$ cat config.mk
export PLATFORM = sky130hd
export DESIGN_NAME = wakeup_frame_filter
export DESIGN_NICKNAME = d
export VERILOG_FILES = /design/src/hdl/wakeup_frame_filter.v /design/src/hdl/wake_crc_lane.v
export VERILOG_INCLUDE_DIRS = /design/src /design/src/include
export SDC_FILE = /design/constraint.sdc
export NUM_CORES = 2
export LEC_CHECK = 0
export CAP_MARGIN = 40
export CORE_ASPECT_RATIO = 1.25
export CORE_MARGIN = 2
export CORE_UTILIZATION = 50
export CTS_BUF_LIST = sky130_fd_sc_hd__clkbuf_8
export CTS_CLUSTER_DIAMETER = 120
export DETAILED_ROUTE_END_ITERATION = 8
export DONT_BUFFER_PORTS = 1
export GPL_TIMING_DRIVEN = 0
export HOLD_SLACK_MARGIN = 0.15
export PLACE_DENSITY = 0.62
export REMOVE_ABC_BUFFERS = 1
export SETUP_SLACK_MARGIN = 0.02
export SYNTH_ARGS = -nofsm -noshare
export SYNTH_HDL_FRONTEND = slang
export SYNTH_SLANG_ARGS = --single-unit
$ cat constraint.sdc
create_clock -name clk -period 5.6 [get_ports clk]
set_clock_uncertainty 0.15 [all_clocks]
set_input_delay 0.56 -clock clk [delete_from_list [all_inputs] [get_ports clk]]
set_output_delay 0.56 -clock clk [all_outputs]
set_load 0.005 [all_outputs]
$ cat src/include/wake_filter_regs.vh
`ifndef WAKE_FILTER_REGS_VH
`define WAKE_FILTER_REGS_VH
// Wishbone byte addresses of the control block
`define WK_CTRL_ADDR        8'h00
`define WK_STATUS_ADDR      8'h04
// Filter window: forty words from this base, word index = mask(32), cmd(2), offset(2), crc(4)
`define WK_WINDOW_BASE      8'h40
`define WK_WINDOW_WORDS     6'd40
`define WK_CMD_WORD         6'd32
`define WK_OFS_WORD         6'd34
`define WK_CRC_WORD         6'd36
// Control register fields
`define WK_CTRL_FRAME_EN    0
`define WK_CTRL_UCAST_EN    9
`define WK_CTRL_BROADCAST_DISABLE_DIS   10
// Command fields
`define WK_CMD_ENABLE       0
`define WK_CMD_ATYPE_LO     2
`define WK_CMD_ATYPE_HI     3
// Status fields
`define WK_STAT_WAKE        0
`define WK_STAT_HITS_LO     8
// Reset values
`define WK_CTRL_RESET       32'h00000000
`define WK_CRC_INIT         16'hFFFF
`endif

$ cat src/hdl/wakeup_frame_filter.v
// Chosen here: the address map and the Wishbone slave port.
`timescale 1ns/10ps
`default_nettype none
`include "wake_filter_regs.vh"
module wakeup_frame_filter
#(
    parameter NFILT = 8
)
(
    input  wire        clk,
    input  wire        resetn,
    input  wire        wb_cyc_i,
    input  wire        wb_stb_i,
    input  wire        wb_we_i,
    input  wire [7:0]  wb_adr_i,
    input  wire [3:0]  wb_sel_i,
    input  wire [31:0] wb_dat_i,
    output reg  [31:0] wb_dat_o,
    output reg         wb_ack_o,
    input  wire        rxFrameStart,
    input  wire        rxByteValid,
    input  wire [7:0]  rxByteData,
    input  wire        rxFrameEnd,
    input  wire        rxIsUnicast,
    input  wire        rxIsMulticast,
    input  wire        rxIsBroadcast,
    input  wire        rxPassedFilter,
    output reg         wakeEvent,
    output reg         wakeFrameSeen
);
    reg  [31:0]        maskWord [0:4*NFILT-1];
    reg  [3:0]         filterCmd [0:NFILT-1];
    reg  [7:0]         patOffset [0:NFILT-1];
    reg  [15:0]        patCrc [0:NFILT-1];
    reg  [31:0]        ctrl;
    reg  [NFILT-1:0]   hitLog;
    reg  [10:0]        bytePos;
    wire [16*NFILT-1:0] crcBus;
    reg  [NFILT-1:0]   hit;
    reg  [31:0]        rdData;
    reg  [31:0]        wrMerged;
    integer            i;

    wire       access = wb_cyc_i && wb_stb_i && !wb_ack_o;
    wire [7:0] winRel = wb_adr_i - `WK_WINDOW_BASE;
    wire [5:0] widx = winRel[7:2];
    wire       inWindow = (wb_adr_i >= `WK_WINDOW_BASE) && (widx < `WK_WINDOW_WORDS);
    wire [5:0] cmdIdx = widx - `WK_CMD_WORD;
    wire [5:0] ofsIdx = widx - `WK_OFS_WORD;
    wire [5:0] crcIdx = widx - `WK_CRC_WORD;

    genvar g;
    generate
        for (g = 0; g < NFILT; g = g + 1)
        begin : gLane
            wake_crc_lane uLane
            (
                .clk           (clk),
                .resetn        (resetn),
                .frameStart    (rxFrameStart),
                .byteValid     (rxByteValid),
                .byteData      (rxByteData),
                .bytePos       (bytePos),
                .patternOffset (patOffset[g]),
                .byteMask      ({maskWord[4*g+3], maskWord[4*g+2],
                                 maskWord[4*g+1], maskWord[4*g]}),
                .crc           (crcBus[16*g +: 16])
            );
        end
    endgenerate

    // Byte position counter, zero at first destination address byte
    always @(posedge clk or negedge resetn)
    begin
        if (!resetn)
            bytePos <= 11'h000;
        else if (rxFrameStart)
            bytePos <= 11'h000;
        else if (rxByteValid && bytePos != 11'h7FF)
            bytePos <= bytePos + 11'h001;
    end

    // Per-filter wake decision, taken combinationally at frame end
    always @*
    begin
        for (i = 0; i < NFILT; i = i + 1)
        begin
            hit[i] = 1'b0;
            if (filterCmd[i][`WK_CMD_ENABLE] &&
                crcBus[16*i +: 16] == patCrc[i])
            begin
                if (rxIsUnicast && ctrl[`WK_CTRL_UCAST_EN])
                    hit[i] = 1'b1;
                if (rxIsBroadcast)
                    hit[i] = 1'b1;
                if (rxPassedFilter)
                begin
                    if (filterCmd[i][`WK_CMD_ATYPE_LO])
                        hit[i] = 1'b1;
                    else if (!filterCmd[i][`WK_CMD_ATYPE_HI] && rxIsUnicast)
                        hit[i] = 1'b1;
                    else if (filterCmd[i][`WK_CMD_ATYPE_HI] && rxIsMulticast)
                        hit[i] = 1'b1;
                end
            end
        end
    end

    // Wake output: pulse plus sticky flag, set wins over clear
    always @(posedge clk or negedge resetn)
    begin
        if (!resetn)
        begin
            wakeEvent     <= 1'b0;
            wakeFrameSeen <= 1'b0;
            hitLog        <= {NFILT{1'b0}};
        end
        else
        begin
            wakeEvent <= rxFrameEnd && ctrl[`WK_CTRL_FRAME_EN] && (|hit);
            if (rxFrameEnd && ctrl[`WK_CTRL_FRAME_EN] && (|hit))
            begin
                wakeFrameSeen <= 1'b1;
                hitLog        <= hitLog | hit;
            end
            else if (access && wb_we_i && wb_adr_i == `WK_STATUS_ADDR && wb_sel_i[0] &&
                     wb_dat_i[`WK_STAT_WAKE])
            begin
                wakeFrameSeen <= 1'b0;
                hitLog        <= {NFILT{1'b0}};
            end
        end
    end

    // Read mux
    always @*
    begin
        rdData = 32'h00000000;
        if (wb_adr_i == `WK_CTRL_ADDR)
            rdData = ctrl;
        else if (wb_adr_i == `WK_STATUS_ADDR)
        begin
            rdData[`WK_STAT_WAKE] = wakeFrameSeen;
            rdData[`WK_STAT_HITS_LO +: NFILT] = hitLog;
        end
        else if (inWindow)
        begin
            if (widx < `WK_CMD_WORD)
                rdData = maskWord[widx[4:0]];
            else if (widx < `WK_OFS_WORD)
                rdData = {4'h0, filterCmd[4*cmdIdx[0]+3], 4'h0, filterCmd[4*cmdIdx[0]+2],
                          4'h0, filterCmd[4*cmdIdx[0]+1], 4'h0, filterCmd[4*cmdIdx[0]]};
            else if (widx < `WK_CRC_WORD)
                rdData = {patOffset[4*ofsIdx[0]+3], patOffset[4*ofsIdx[0]+2],
                          patOffset[4*ofsIdx[0]+1], patOffset[4*ofsIdx[0]]};
            else
                rdData = {patCrc[2*crcIdx[1:0]+1], patCrc[2*crcIdx[1:0]]};
        end
    end

    // Byte-lane merge of write data into current contents
    always @*
    begin
        wrMerged = rdData;
        for (i = 0; i < 4; i = i + 1)
        begin
            if (wb_sel_i[i])
                wrMerged[8*i +: 8] = wb_dat_i[8*i +: 8];
        end
    end

    // Wishbone slave: single-cycle ack, unmapped reads zero, writes dropped
    always @(posedge clk or negedge resetn)
    begin
        if (!resetn)
        begin
            wb_ack_o <= 1'b0;
            wb_dat_o <= 32'h00000000;
            ctrl     <= `WK_CTRL_RESET;
            for (i = 0; i < 4*NFILT; i = i + 1)
                maskWord[i] <= 32'h00000000;
            for (i = 0; i < NFILT; i = i + 1)
            begin
                filterCmd[i] <= 4'h0;
                patOffset[i] <= 8'h00;
                patCrc[i]    <= 16'h0000;
            end
        end
        else
        begin
            wb_ack_o <= access;
            wb_dat_o <= access ? rdData : 32'h00000000;
            if (access && wb_we_i)
            begin
                if (wb_adr_i == `WK_CTRL_ADDR)
                    ctrl <= wrMerged;
                else if (inWindow)
                begin
                    if (widx < `WK_CMD_WORD)
                        maskWord[widx[4:0]] <= wrMerged;
                    else if (widx < `WK_OFS_WORD)
                    begin
                        for (i = 0; i < 4; i = i + 1)
                            filterCmd[4*cmdIdx[0]+i] <= wrMerged[8*i +: 4];
                    end
                    else if (widx < `WK_CRC_WORD)
                    begin
                        for (i = 0; i < 4; i = i + 1)
                            patOffset[4*ofsIdx[0]+i] <= wrMerged[8*i +: 8];
                    end
                    else
                    begin
                        patCrc[2*crcIdx[1:0]]   <= wrMerged[15:0];
                        patCrc[2*crcIdx[1:0]+1] <= wrMerged[31:16];
                    end
                end
            end
        end
    end
endmodule // wakeup_frame_filter
`default_nettype wire

$ cat src/hdl/wake_crc_lane.v
`timescale 1ns/10ps
`default_nettype none
`include "wake_filter_regs.vh"
// One filter's running CRC-16 over its selected bytes
module wake_crc_lane
(
    input  wire         clk,
    input  wire         resetn,
    input  wire         frameStart,
    input  wire         byteValid,
    input  wire [7:0]   byteData,
    input  wire [10:0]  bytePos,
    input  wire [7:0]   patternOffset,
    input  wire [127:0] byteMask,
    output reg  [15:0]  crc
);
    wire [11:0] rel = {1'b0, bytePos} - {4'h0, patternOffset};
    wire        inWin = (bytePos >= {3'h0, patternOffset}) && (rel < 12'd128);
    wire        take = byteValid && inWin && byteMask[rel[6:0]];
    wire [7:0]  f;
    wire [15:0] next_crc;

    assign f[0] = crc[15] ^ byteData[0];
    genvar k;
    generate
        for (k = 1; k < 8; k = k + 1)
        begin : gF
            assign f[k] = crc[15-k] ^ f[k-1] ^ byteData[k];
        end
    endgenerate

    assign next_crc = {crc[7] ^ f[7], crc[6:2], crc[1] ^ f[0], crc[0] ^ f[1],
                       f[0] ^ f[2], f[1] ^ f[3], f[2] ^ f[4], f[3] ^ f[5],
                       f[4] ^ f[6], f[5] ^ f[7], f[6], f[7]};

    always @(posedge clk or negedge resetn)
    begin
        if (!resetn)
            crc <= `WK_CRC_INIT;
        else if (frameStart)
            crc <= `WK_CRC_INIT;
        else if (take)
            crc <= next_crc;
    end
endmodule // wake_crc_lane
`default_nettype wire

Word-level counts from Yosys, hierarchy flattened

Index checks and enable logic that the tools add are counted.

Add/subtract/negate cells: 20
Reductions and logical operators: 96
Equal/unequal tests: 10
Bitwise logic cells: 208
Magnitude comparators: 51
Muxes and demuxes: 160

Operators by type and width:

| cell                | number |
|---|---|
| $bwmux 1024         | 1 |
| $mux 16             | 23 |
| $ge 33x4->1 const B | 10 |
| $lt 33x1->1 const B | 10 |
| $mux 32             | 9 |
| $bwmux 128          | 2 |
| $bwmux 64           | 4 |
| $not 4->33          | 7 |
| $xor 1x1->1         | 192 |
| $bmux 32 s5         | 1 |
| $demux 32 s5        | 1 |
| $mux 8              | 19 |
| $bwmux 32           | 4 |
| $eq 16x16->1        | 8 |
| $not 3->33          | 3 |
| $bmux 16 s3         | 2 |
| $bmux 8 s3          | 4 |
| $demux 16 s3        | 2 |
| $demux 8 s3         | 4 |
| $lt 12x8->1 const B | 8 |
| $sub 11x8->12       | 8 |
| $ge 11x8->1         | 8 |
| $logic_and 1x1->1   | 70 |
| $lt 7x8->1 const B  | 8 |
| 30 further kinds    | 137 |

Register bits after elaboration: 1462
Output and inout bits: 35
Input bits: 64
Logic and storage cells: 616

Longest topological paths before layout

Depth after elaboration: 18
Gate-level depth with buffers: 19
Depth with buffers taken out: 13

Modules after synthesis

Synthesis repeated with hierarchy kept, for this count alone.

Cells, all modules: 7469
Area, all modules: 79193.5 sq um

By module, submodules not included:

| module                             | sequential area each (sq um) | cells an instance | area each (sq um) | instances |
|---|---|---|---|---|
| wakeup_frame_filter                | 33382.0                      | 5677              | 59522.1           | 1 |
| wake_crc_lane (gLane[3].uLane ...) | 420.4                        | 227               | 2471.1            | 5 |
| wake_crc_lane (gLane[0].uLane ...) | 420.4                        | 219               | 2438.6            | 3 |

Worst setup path before layout

OpenSTA, ideal clock, no wires.

Path type: input-to-reg
Start point: input port wb_adr_i[6]
End point: register maskWord[354] in the netlist's numbering
Required time: 5.325 ns
Stages on the path: 14
Library setup time: 0.125 ns
Buffers on the path: 9
Arrival time: 4.126 ns
Setup slack: 1.199 ns
Path through: buf_2 -> clkinv_1 -> buf_2 -> buf_2 -> buf_2 -> ha_1 -> clkbuf_1 -> buf_2 -> clkbuf_1 -> clkbuf_1 -> nand3_1 -> nor2_1 -> buf_2 -> mux2_2

Longest elaborated chain between the ends: 11
Elaborated cells between the ends (all ways): 28
Classes of those cells: add/sub: 1; order compare: 7; eq/ne: 1; mux: 13; bitwise: 2; reduce/logical: 4

Ends and longest elaborated chain:

| item                                        | line                                                 | RTL |
|---|---|---|
| start: declaration                          | wakeup_frame_filter.v:15                             | `input wire [7:0] wb_adr_i,` |
| $sub 8x7->8 (no source line)                | --                                                   |  |
| $not 5->6 (implied by the code)             | wakeup_frame_filter.v:149, wakeup_frame_filter.v:200 |  |
| $bmux 32 s5                                 | wakeup_frame_filter.v:149                            | `rdData = maskWord[widx[4:0]];` |
| $mux 32 (implied by the code) (2 in series) | wakeup_frame_filter.v:149                            |  |
| $mux 32                                     | wakeup_frame_filter.v:148                            | `` if (widx < `WK_CMD_WORD) `` |
| $mux 32                                     | wakeup_frame_filter.v:146                            | `else if (inWindow)` |
| $mux 7                                      | wakeup_frame_filter.v:141                            | `` else if (wb_adr_i == `WK_STATUS_ADDR) `` |
| $mux 32                                     | wakeup_frame_filter.v:139                            | `` if (wb_adr_i == `WK_CTRL_ADDR) `` |
| $mux 8                                      | wakeup_frame_filter.v:167                            | `if (wb_sel_i[i])` |
| $bwmux 1024                                 | wakeup_frame_filter.v:200                            | `maskWord[widx[4:0]] <= wrMerged;` |
| end signal: indexed assignment              | wakeup_frame_filter.v:200                            |  |
| end: declaration                            | wakeup_frame_filter.v:31                             | `reg [31:0] maskWord [0:4*NFILT-1];` |

Parallel ways exist; a longest one is shown, timed or not. The select of a mux whose other input is x is not followed.
A chain may end at the register's enable or synchronous reset.

Worst setup path after layout

Start point: register bytePos[0]
End point: register gLane[4].uLane.crc[8]

Longest elaborated chain between the ends: 6
Elaborated cells between the ends (all ways): 9
Classes of those cells: add/sub: 1; order compare: 2; mux: 2; reduce/logical: 4

Ends and longest elaborated chain:

| item                                                                  | line                     | RTL |
|---|---|---|
| start: declaration                                                    | wakeup_frame_filter.v:37 | `reg [10:0] bytePos;` |
| start signal: assignment                                              | wakeup_frame_filter.v:80 | `bytePos <= bytePos + 11'h001;` |
| parallel branches: the longest is 4 deep, another holds $sub 11x8->12 | --                       |  |
| $logic_and 1x1->1 (*)                                                 | wake_crc_lane.v:19       | `wire take = byteValid && inWin && byteMask[rel[6:0]];` |
| $reduce_bool 2->1 (no source line) (*)                                | --                       |  |
| end signal: assignment                                                | wake_crc_lane.v:39       | `` crc <= `WK_CRC_INIT; `` |
| end signal: assignment                                                | wake_crc_lane.v:41       | `` crc <= `WK_CRC_INIT; `` |
| end signal: assignment                                                | wake_crc_lane.v:43       | `crc <= next_crc;` |
| end: declaration                                                      | wake_crc_lane.v:15       | `output reg [15:0] crc` |

Mark *: on every way between the ends. The select of a mux whose other input is x is not followed.

==> run summary <==
The run finished, with violations left. The checks that failed: slew limit. Summing all non-filler instances in the final layout gives an area of 91500 µm². For the number of antenna-violating nets in the routed design, the log shows 0.

Timing would allow up to 0.1825 GHz. Mean area per synthesized cell: 11.87 µm². The die covers 164400 µm².

The tools report the worst hold slack after final layout as 251.4 ps. The layout has 12970 filler cells. Headroom to the max-slew limit came out at -1.064%. Of the cells placed in the final design, the portion with a size suffix greater than 1 is 31.02%. Counting distinct cell types in the post-synthesis netlist gives 84. Summing every instance area after synthesis gives 80590 µm².

The clock insertion delay at the later pin of the skew report is 1030 ps. The cell sitting at the root of the clock tree is a sky130_fd_sc_hd__clkbuf_8. Pin placement for this block handled 99 I/O pins. The count of synthesis-stage warnings from yosys was 0; the average via count per standard cell was 6.537.

The power per standard cell area came out at 277.9 nW/µm². Synthesis handed over a netlist of 6792 instances. After the last flow step, the layout net total stands at 6944.

Of all nets on the critical path, the largest fanout is 8. The count of unresolved DRC violations after routing was 0; the total congestion overflow after global routing was 0. Measured along the x axis, the die boundary spans 363.1 µm. The weighted congestion reported at the end of routability-driven placement was 1.050.

STA classifies the critical path endpoint as a register. Entering global routing, the biggest net connects 344 pins. The H-tree was split into 4 levels.

The average wire per cell in the routed design was 32.58 µm; the final setup violation count was 0. The logs give 59420 for the via count of the first global-routing pass and 6280 ps for the endpoint arrival time on the critical path. Row generation in the floorplan step produced 164 rows. The tools report the initial antenna violation count as 26. Sequential cell area in the final layout: 36750 µm². The run gives 35.92% as the global routing usage summed across all routing layers. The critical path start-end classification is reg -> reg. Setup repair after global routing left no endpoint under its margin. The placed instances occupy a cell area of 85260 µm². The cell leakage power is 41.22 nW, and the deepest clock path buffer count is 3. The type of the most critical hold path was in -> reg.

The commonest register cell after synthesis is sky130_fd_sc_hd__dfrtp_1. The core region is 159800 µm². For this run, the share of the core covered by cells in the final layout is 57.24%.

The pre-antenna-repair detailed-routing pass consisted of 7 iterations. After clock tree synthesis, the clock-pin slew on the worst setup and hold paths is 70 ps. During placement, the flow inserted port buffers numbering 0. The count of clock tree sinks is 1462, and the final-report max-slew violation count is 39. The worst-case IR drop observed on VDD is 188.8 µV. Sequential-to-total area share from yosys stat: 45.59%. The area growth from synthesis to layout is 13.53%.

Fraction of synthesis flops using an asynchronous set or reset pin: 100.0%. In this run the vertical extent of the chip is 452.9 µm. STA classifies the critical path startpoint as a register. The number of enable flip-flop cells after synthesis was 0; the multi-input logic area was 41580 µm².

At the pin with the least slew margin, the transition time is 1516 ps. After layout, the minimum clock period comes to 5479 ps. The tool flagged a number of max-cap violations equal to 0. The detailed router placed 59330 vias in this run.

The run gives 6400 ps as the required time of the critical path. In this run, synthesis produced a sequential element count of 1462. The count of endpoints failing hold in the final timing report is 0, and the total detailed-routing wirelength is 295700 µm. The effective utilization at floorplan is 50.42%, and the global-route wire length before repair is 426400 µm. At the placement stage, the worst setup path has a slack of 207.6 ps.

The first routing iteration left 6652 violations. After layout, the worst setup slack is 120.9 ps. The sum of negative setup slack was 0 ps; the detailed placer's ending HPWL was 205900 µm. TritonCTS built the clock tree. The final worst-path cycle share works out to 97.84%. The run gives 232 as the number of buffers inserted during clock tree synthesis.
final timing paths:
check	slack, ps	depth (start not counted)	to	startpoint
max	120	14	gLane[4].uLane.crc[8]	bytePos[0]
min	250	2	patOffset[42]	wb_sel_i[2]
max reg2reg	120	14	gLane[4].uLane.crc[8]	bytePos[0]
min reg2reg	330	2	ctrl[25]	ctrl[25]
max in group asynchronous	1570	6	maskWord[60]	resetn
min in group asynchronous	500	4	patCrc[124]	resetn
critical path, stage by stage (launching register included):
cell                            delay (ps)
sky130_fd_sc_hd__dfrtp_1               420
sky130_fd_sc_hd__inv_1                 520
sky130_fd_sc_hd__ha_2                  310
sky130_fd_sc_hd__inv_1                  50
sky130_fd_sc_hd__fa_2                  370
sky130_fd_sc_hd__a21o_1                180
sky130_fd_sc_hd__a21oi_1               230
sky130_fd_sc_hd__a2bb2oi_1             280
sky130_fd_sc_hd__nand2b_1              100
sky130_fd_sc_hd__xor2_1                730
sky130_fd_sc_hd__mux4_2                740
sky130_fd_sc_hd__nor2_2                360
sky130_fd_sc_hd__nor3_1                110
sky130_fd_sc_hd__a211o_1               290
sky130_fd_sc_hd__dlygate4sd3_1         560
where the power goes:
part           switching [mW]  internal, mW  total [mW]
clock                    4.61          5.11        9.72
combinational            2.71          1.82        4.53
sequential              0.298          10.9        11.2
total                    7.62          17.8        25.4
flip-flops by register name, indices dropped and copies added, names as in the netlist:
name / cells
bytePos: 11
ctrl: 32
filterCmd: 32
gLane.uLane.crc: 128
hitLog: 8
maskWord: 1024
patCrc: 128
patOffset: 64
wakeEvent: 1
wakeFrameSeen: 1
wb_ack_o: 1
wb_dat_o: 32
timing repair:
action | CTS | global route
setup buffers | 0 | 0
gates resized for setup | 0 | 0
endpoints found under the setup margin | 0 | 291
hold endpoints to repair | 1678 | 0
hold buffers | 92 | 0
placed cells by master, fill, tap and decap left out, types with 36 or more instances in the layout:
| cell | instances |
|---|---|
| sky130_fd_sc_hd__clkbuf_8 | 295 |
| sky130_fd_sc_hd__buf_12 | 37 |
| sky130_fd_sc_hd__nor2_1 | 281 |
| sky130_fd_sc_hd__mux2i_1 | 192 |
| sky130_fd_sc_hd__ha_1 | 59 |
| sky130_fd_sc_hd__nor3_1 | 49 |
| sky130_fd_sc_hd__buf_16 | 96 |
| sky130_fd_sc_hd__mux4_2 | 588 |
| sky130_fd_sc_hd__nor2b_1 | 36 |
| sky130_fd_sc_hd__nand4_1 | 59 |
| sky130_fd_sc_hd__xnor2_1 | 260 |
| sky130_fd_sc_hd__o21ai_0 | 261 |
| sky130_fd_sc_hd__dfstp_2 | 128 |
| sky130_fd_sc_hd__nand2_1 | 1393 |
| sky130_fd_sc_hd__dfrtp_1 | 1334 |
| sky130_fd_sc_hd__a21oi_1 | 102 |
| sky130_fd_sc_hd__dlygate4sd3_1 | 85 |
| sky130_fd_sc_hd__mux2_2 | 755 |
| sky130_fd_sc_hd__xor2_1 | 84 |
| sky130_fd_sc_hd__a22oi_1 | 102 |
| sky130_fd_sc_hd__inv_1 | 194 |
layer usage:
layer	up-vias	GRT usage [%]	share of wire, %
met4	16	24.58	8.0
li1	24350	-	-
met2	3416	54.43	45
met5	-	0.2049	0.033
met3	892	11.48	11
met1	30660	43.86	36
final cells by class:
type | count | share of cell area (%)
Sequential cell | 1462 | 40.16
Inverter | 114 | 0.4690
Antenna cell | 10 | 0.02735
Clock inverter | 127 | 0.9039
Multi-Input combinational cell | 4682 | 45.45
Tap cell | 2075 | 2.838
Timing Repair Buffer | 312 | 5.719
Clock buffer | 295 | 4.437
kinds of logic (layout without fill, tap and decap cells):
family          count (synthesis)  count (layout)  synth area share (%)
other cells                     0              10                     0
xor+xnor                      353             353                 3.855
buf+inv                       648             848                 3.804
compound gates                678             678                 5.372
simple gates                 2003            2003                 10.18
fa+ha+maj                      76              76                 1.254
mux                          1572            1572                 29.94
flops                        1462            1462                 45.59
stage by stage:
stage | cells | power [mW]
after floorplan | 6258 | 13.62
after global placement | 8333 | 14.80
after detailed placement | 8533 | 15.52
after CTS | 9047 | 25.28
after global routing | 9072 | 26.20
final | 9077 | 25.43
Yosys cell counts, types with 7 or more instances:
library cell | number | share of area (%)
sky130_fd_sc_hd__a21oi_1 | 103 | 0.64
sky130_fd_sc_hd__a21o_1 | 11 | 0.10
sky130_fd_sc_hd__nor2_2 | 11 | 0.085
sky130_fd_sc_hd__ha_1 | 68 | 1.1
sky130_fd_sc_hd__o211ai_1 | 15 | 0.14
sky130_fd_sc_hd__nor2b_1 | 38 | 0.29
sky130_fd_sc_hd__a221oi_1 | 13 | 0.14
sky130_fd_sc_hd__a211oi_1 | 14 | 0.13
sky130_fd_sc_hd__nor4_1 | 19 | 0.15
sky130_fd_sc_hd__nand3_1 | 31 | 0.19
sky130_fd_sc_hd__clkbuf_1 | 281 | 1.3
sky130_fd_sc_hd__nand2b_1 | 13 | 0.10
sky130_fd_sc_hd__a211o_1 | 27 | 0.29
sky130_fd_sc_hd__dfrtp_1 | 1334 | 41
sky130_fd_sc_hd__o21ai_0 | 261 | 1.6
sky130_fd_sc_hd__and2_1 | 31 | 0.24
sky130_fd_sc_hd__mux4_2 | 588 | 16
sky130_fd_sc_hd__a22oi_1 | 102 | 0.95
sky130_fd_sc_hd__buf_4 | 71 | 0.66
sky130_fd_sc_hd__o21a_1 | 24 | 0.22
sky130_fd_sc_hd__or2_2 | 7 | 0.054
sky130_fd_sc_hd__fa_1 | 8 | 0.20
sky130_fd_sc_hd__mux2_2 | 755 | 11
sky130_fd_sc_hd__buf_2 | 148 | 0.92
sky130_fd_sc_hd__dfstp_2 | 128 | 4.2
sky130_fd_sc_hd__nand2_1 | 1396 | 6.5
sky130_fd_sc_hd__a31oi_1 | 13 | 0.10
sky130_fd_sc_hd__nand4_1 | 59 | 0.46
sky130_fd_sc_hd__o21ai_1 | 8 | 0.050
sky130_fd_sc_hd__buf_1 | 12 | 0.056
sky130_fd_sc_hd__xor2_1 | 88 | 0.96
sky130_fd_sc_hd__inv_1 | 113 | 0.53
sky130_fd_sc_hd__o31a_1 | 9 | 0.098
sky130_fd_sc_hd__or3_1 | 11 | 0.085
sky130_fd_sc_hd__nor2_1 | 310 | 1.4
sky130_fd_sc_hd__a2111oi_0 | 18 | 0.20
sky130_fd_sc_hd__buf_6 | 19 | 0.27
sky130_fd_sc_hd__o22ai_1 | 7 | 0.054
sky130_fd_sc_hd__mux2i_1 | 218 | 2.7
sky130_fd_sc_hd__xnor2_1 | 263 | 2.9
sky130_fd_sc_hd__nor3_1 | 53 | 0.33
(Power assumes the default switching activity.)
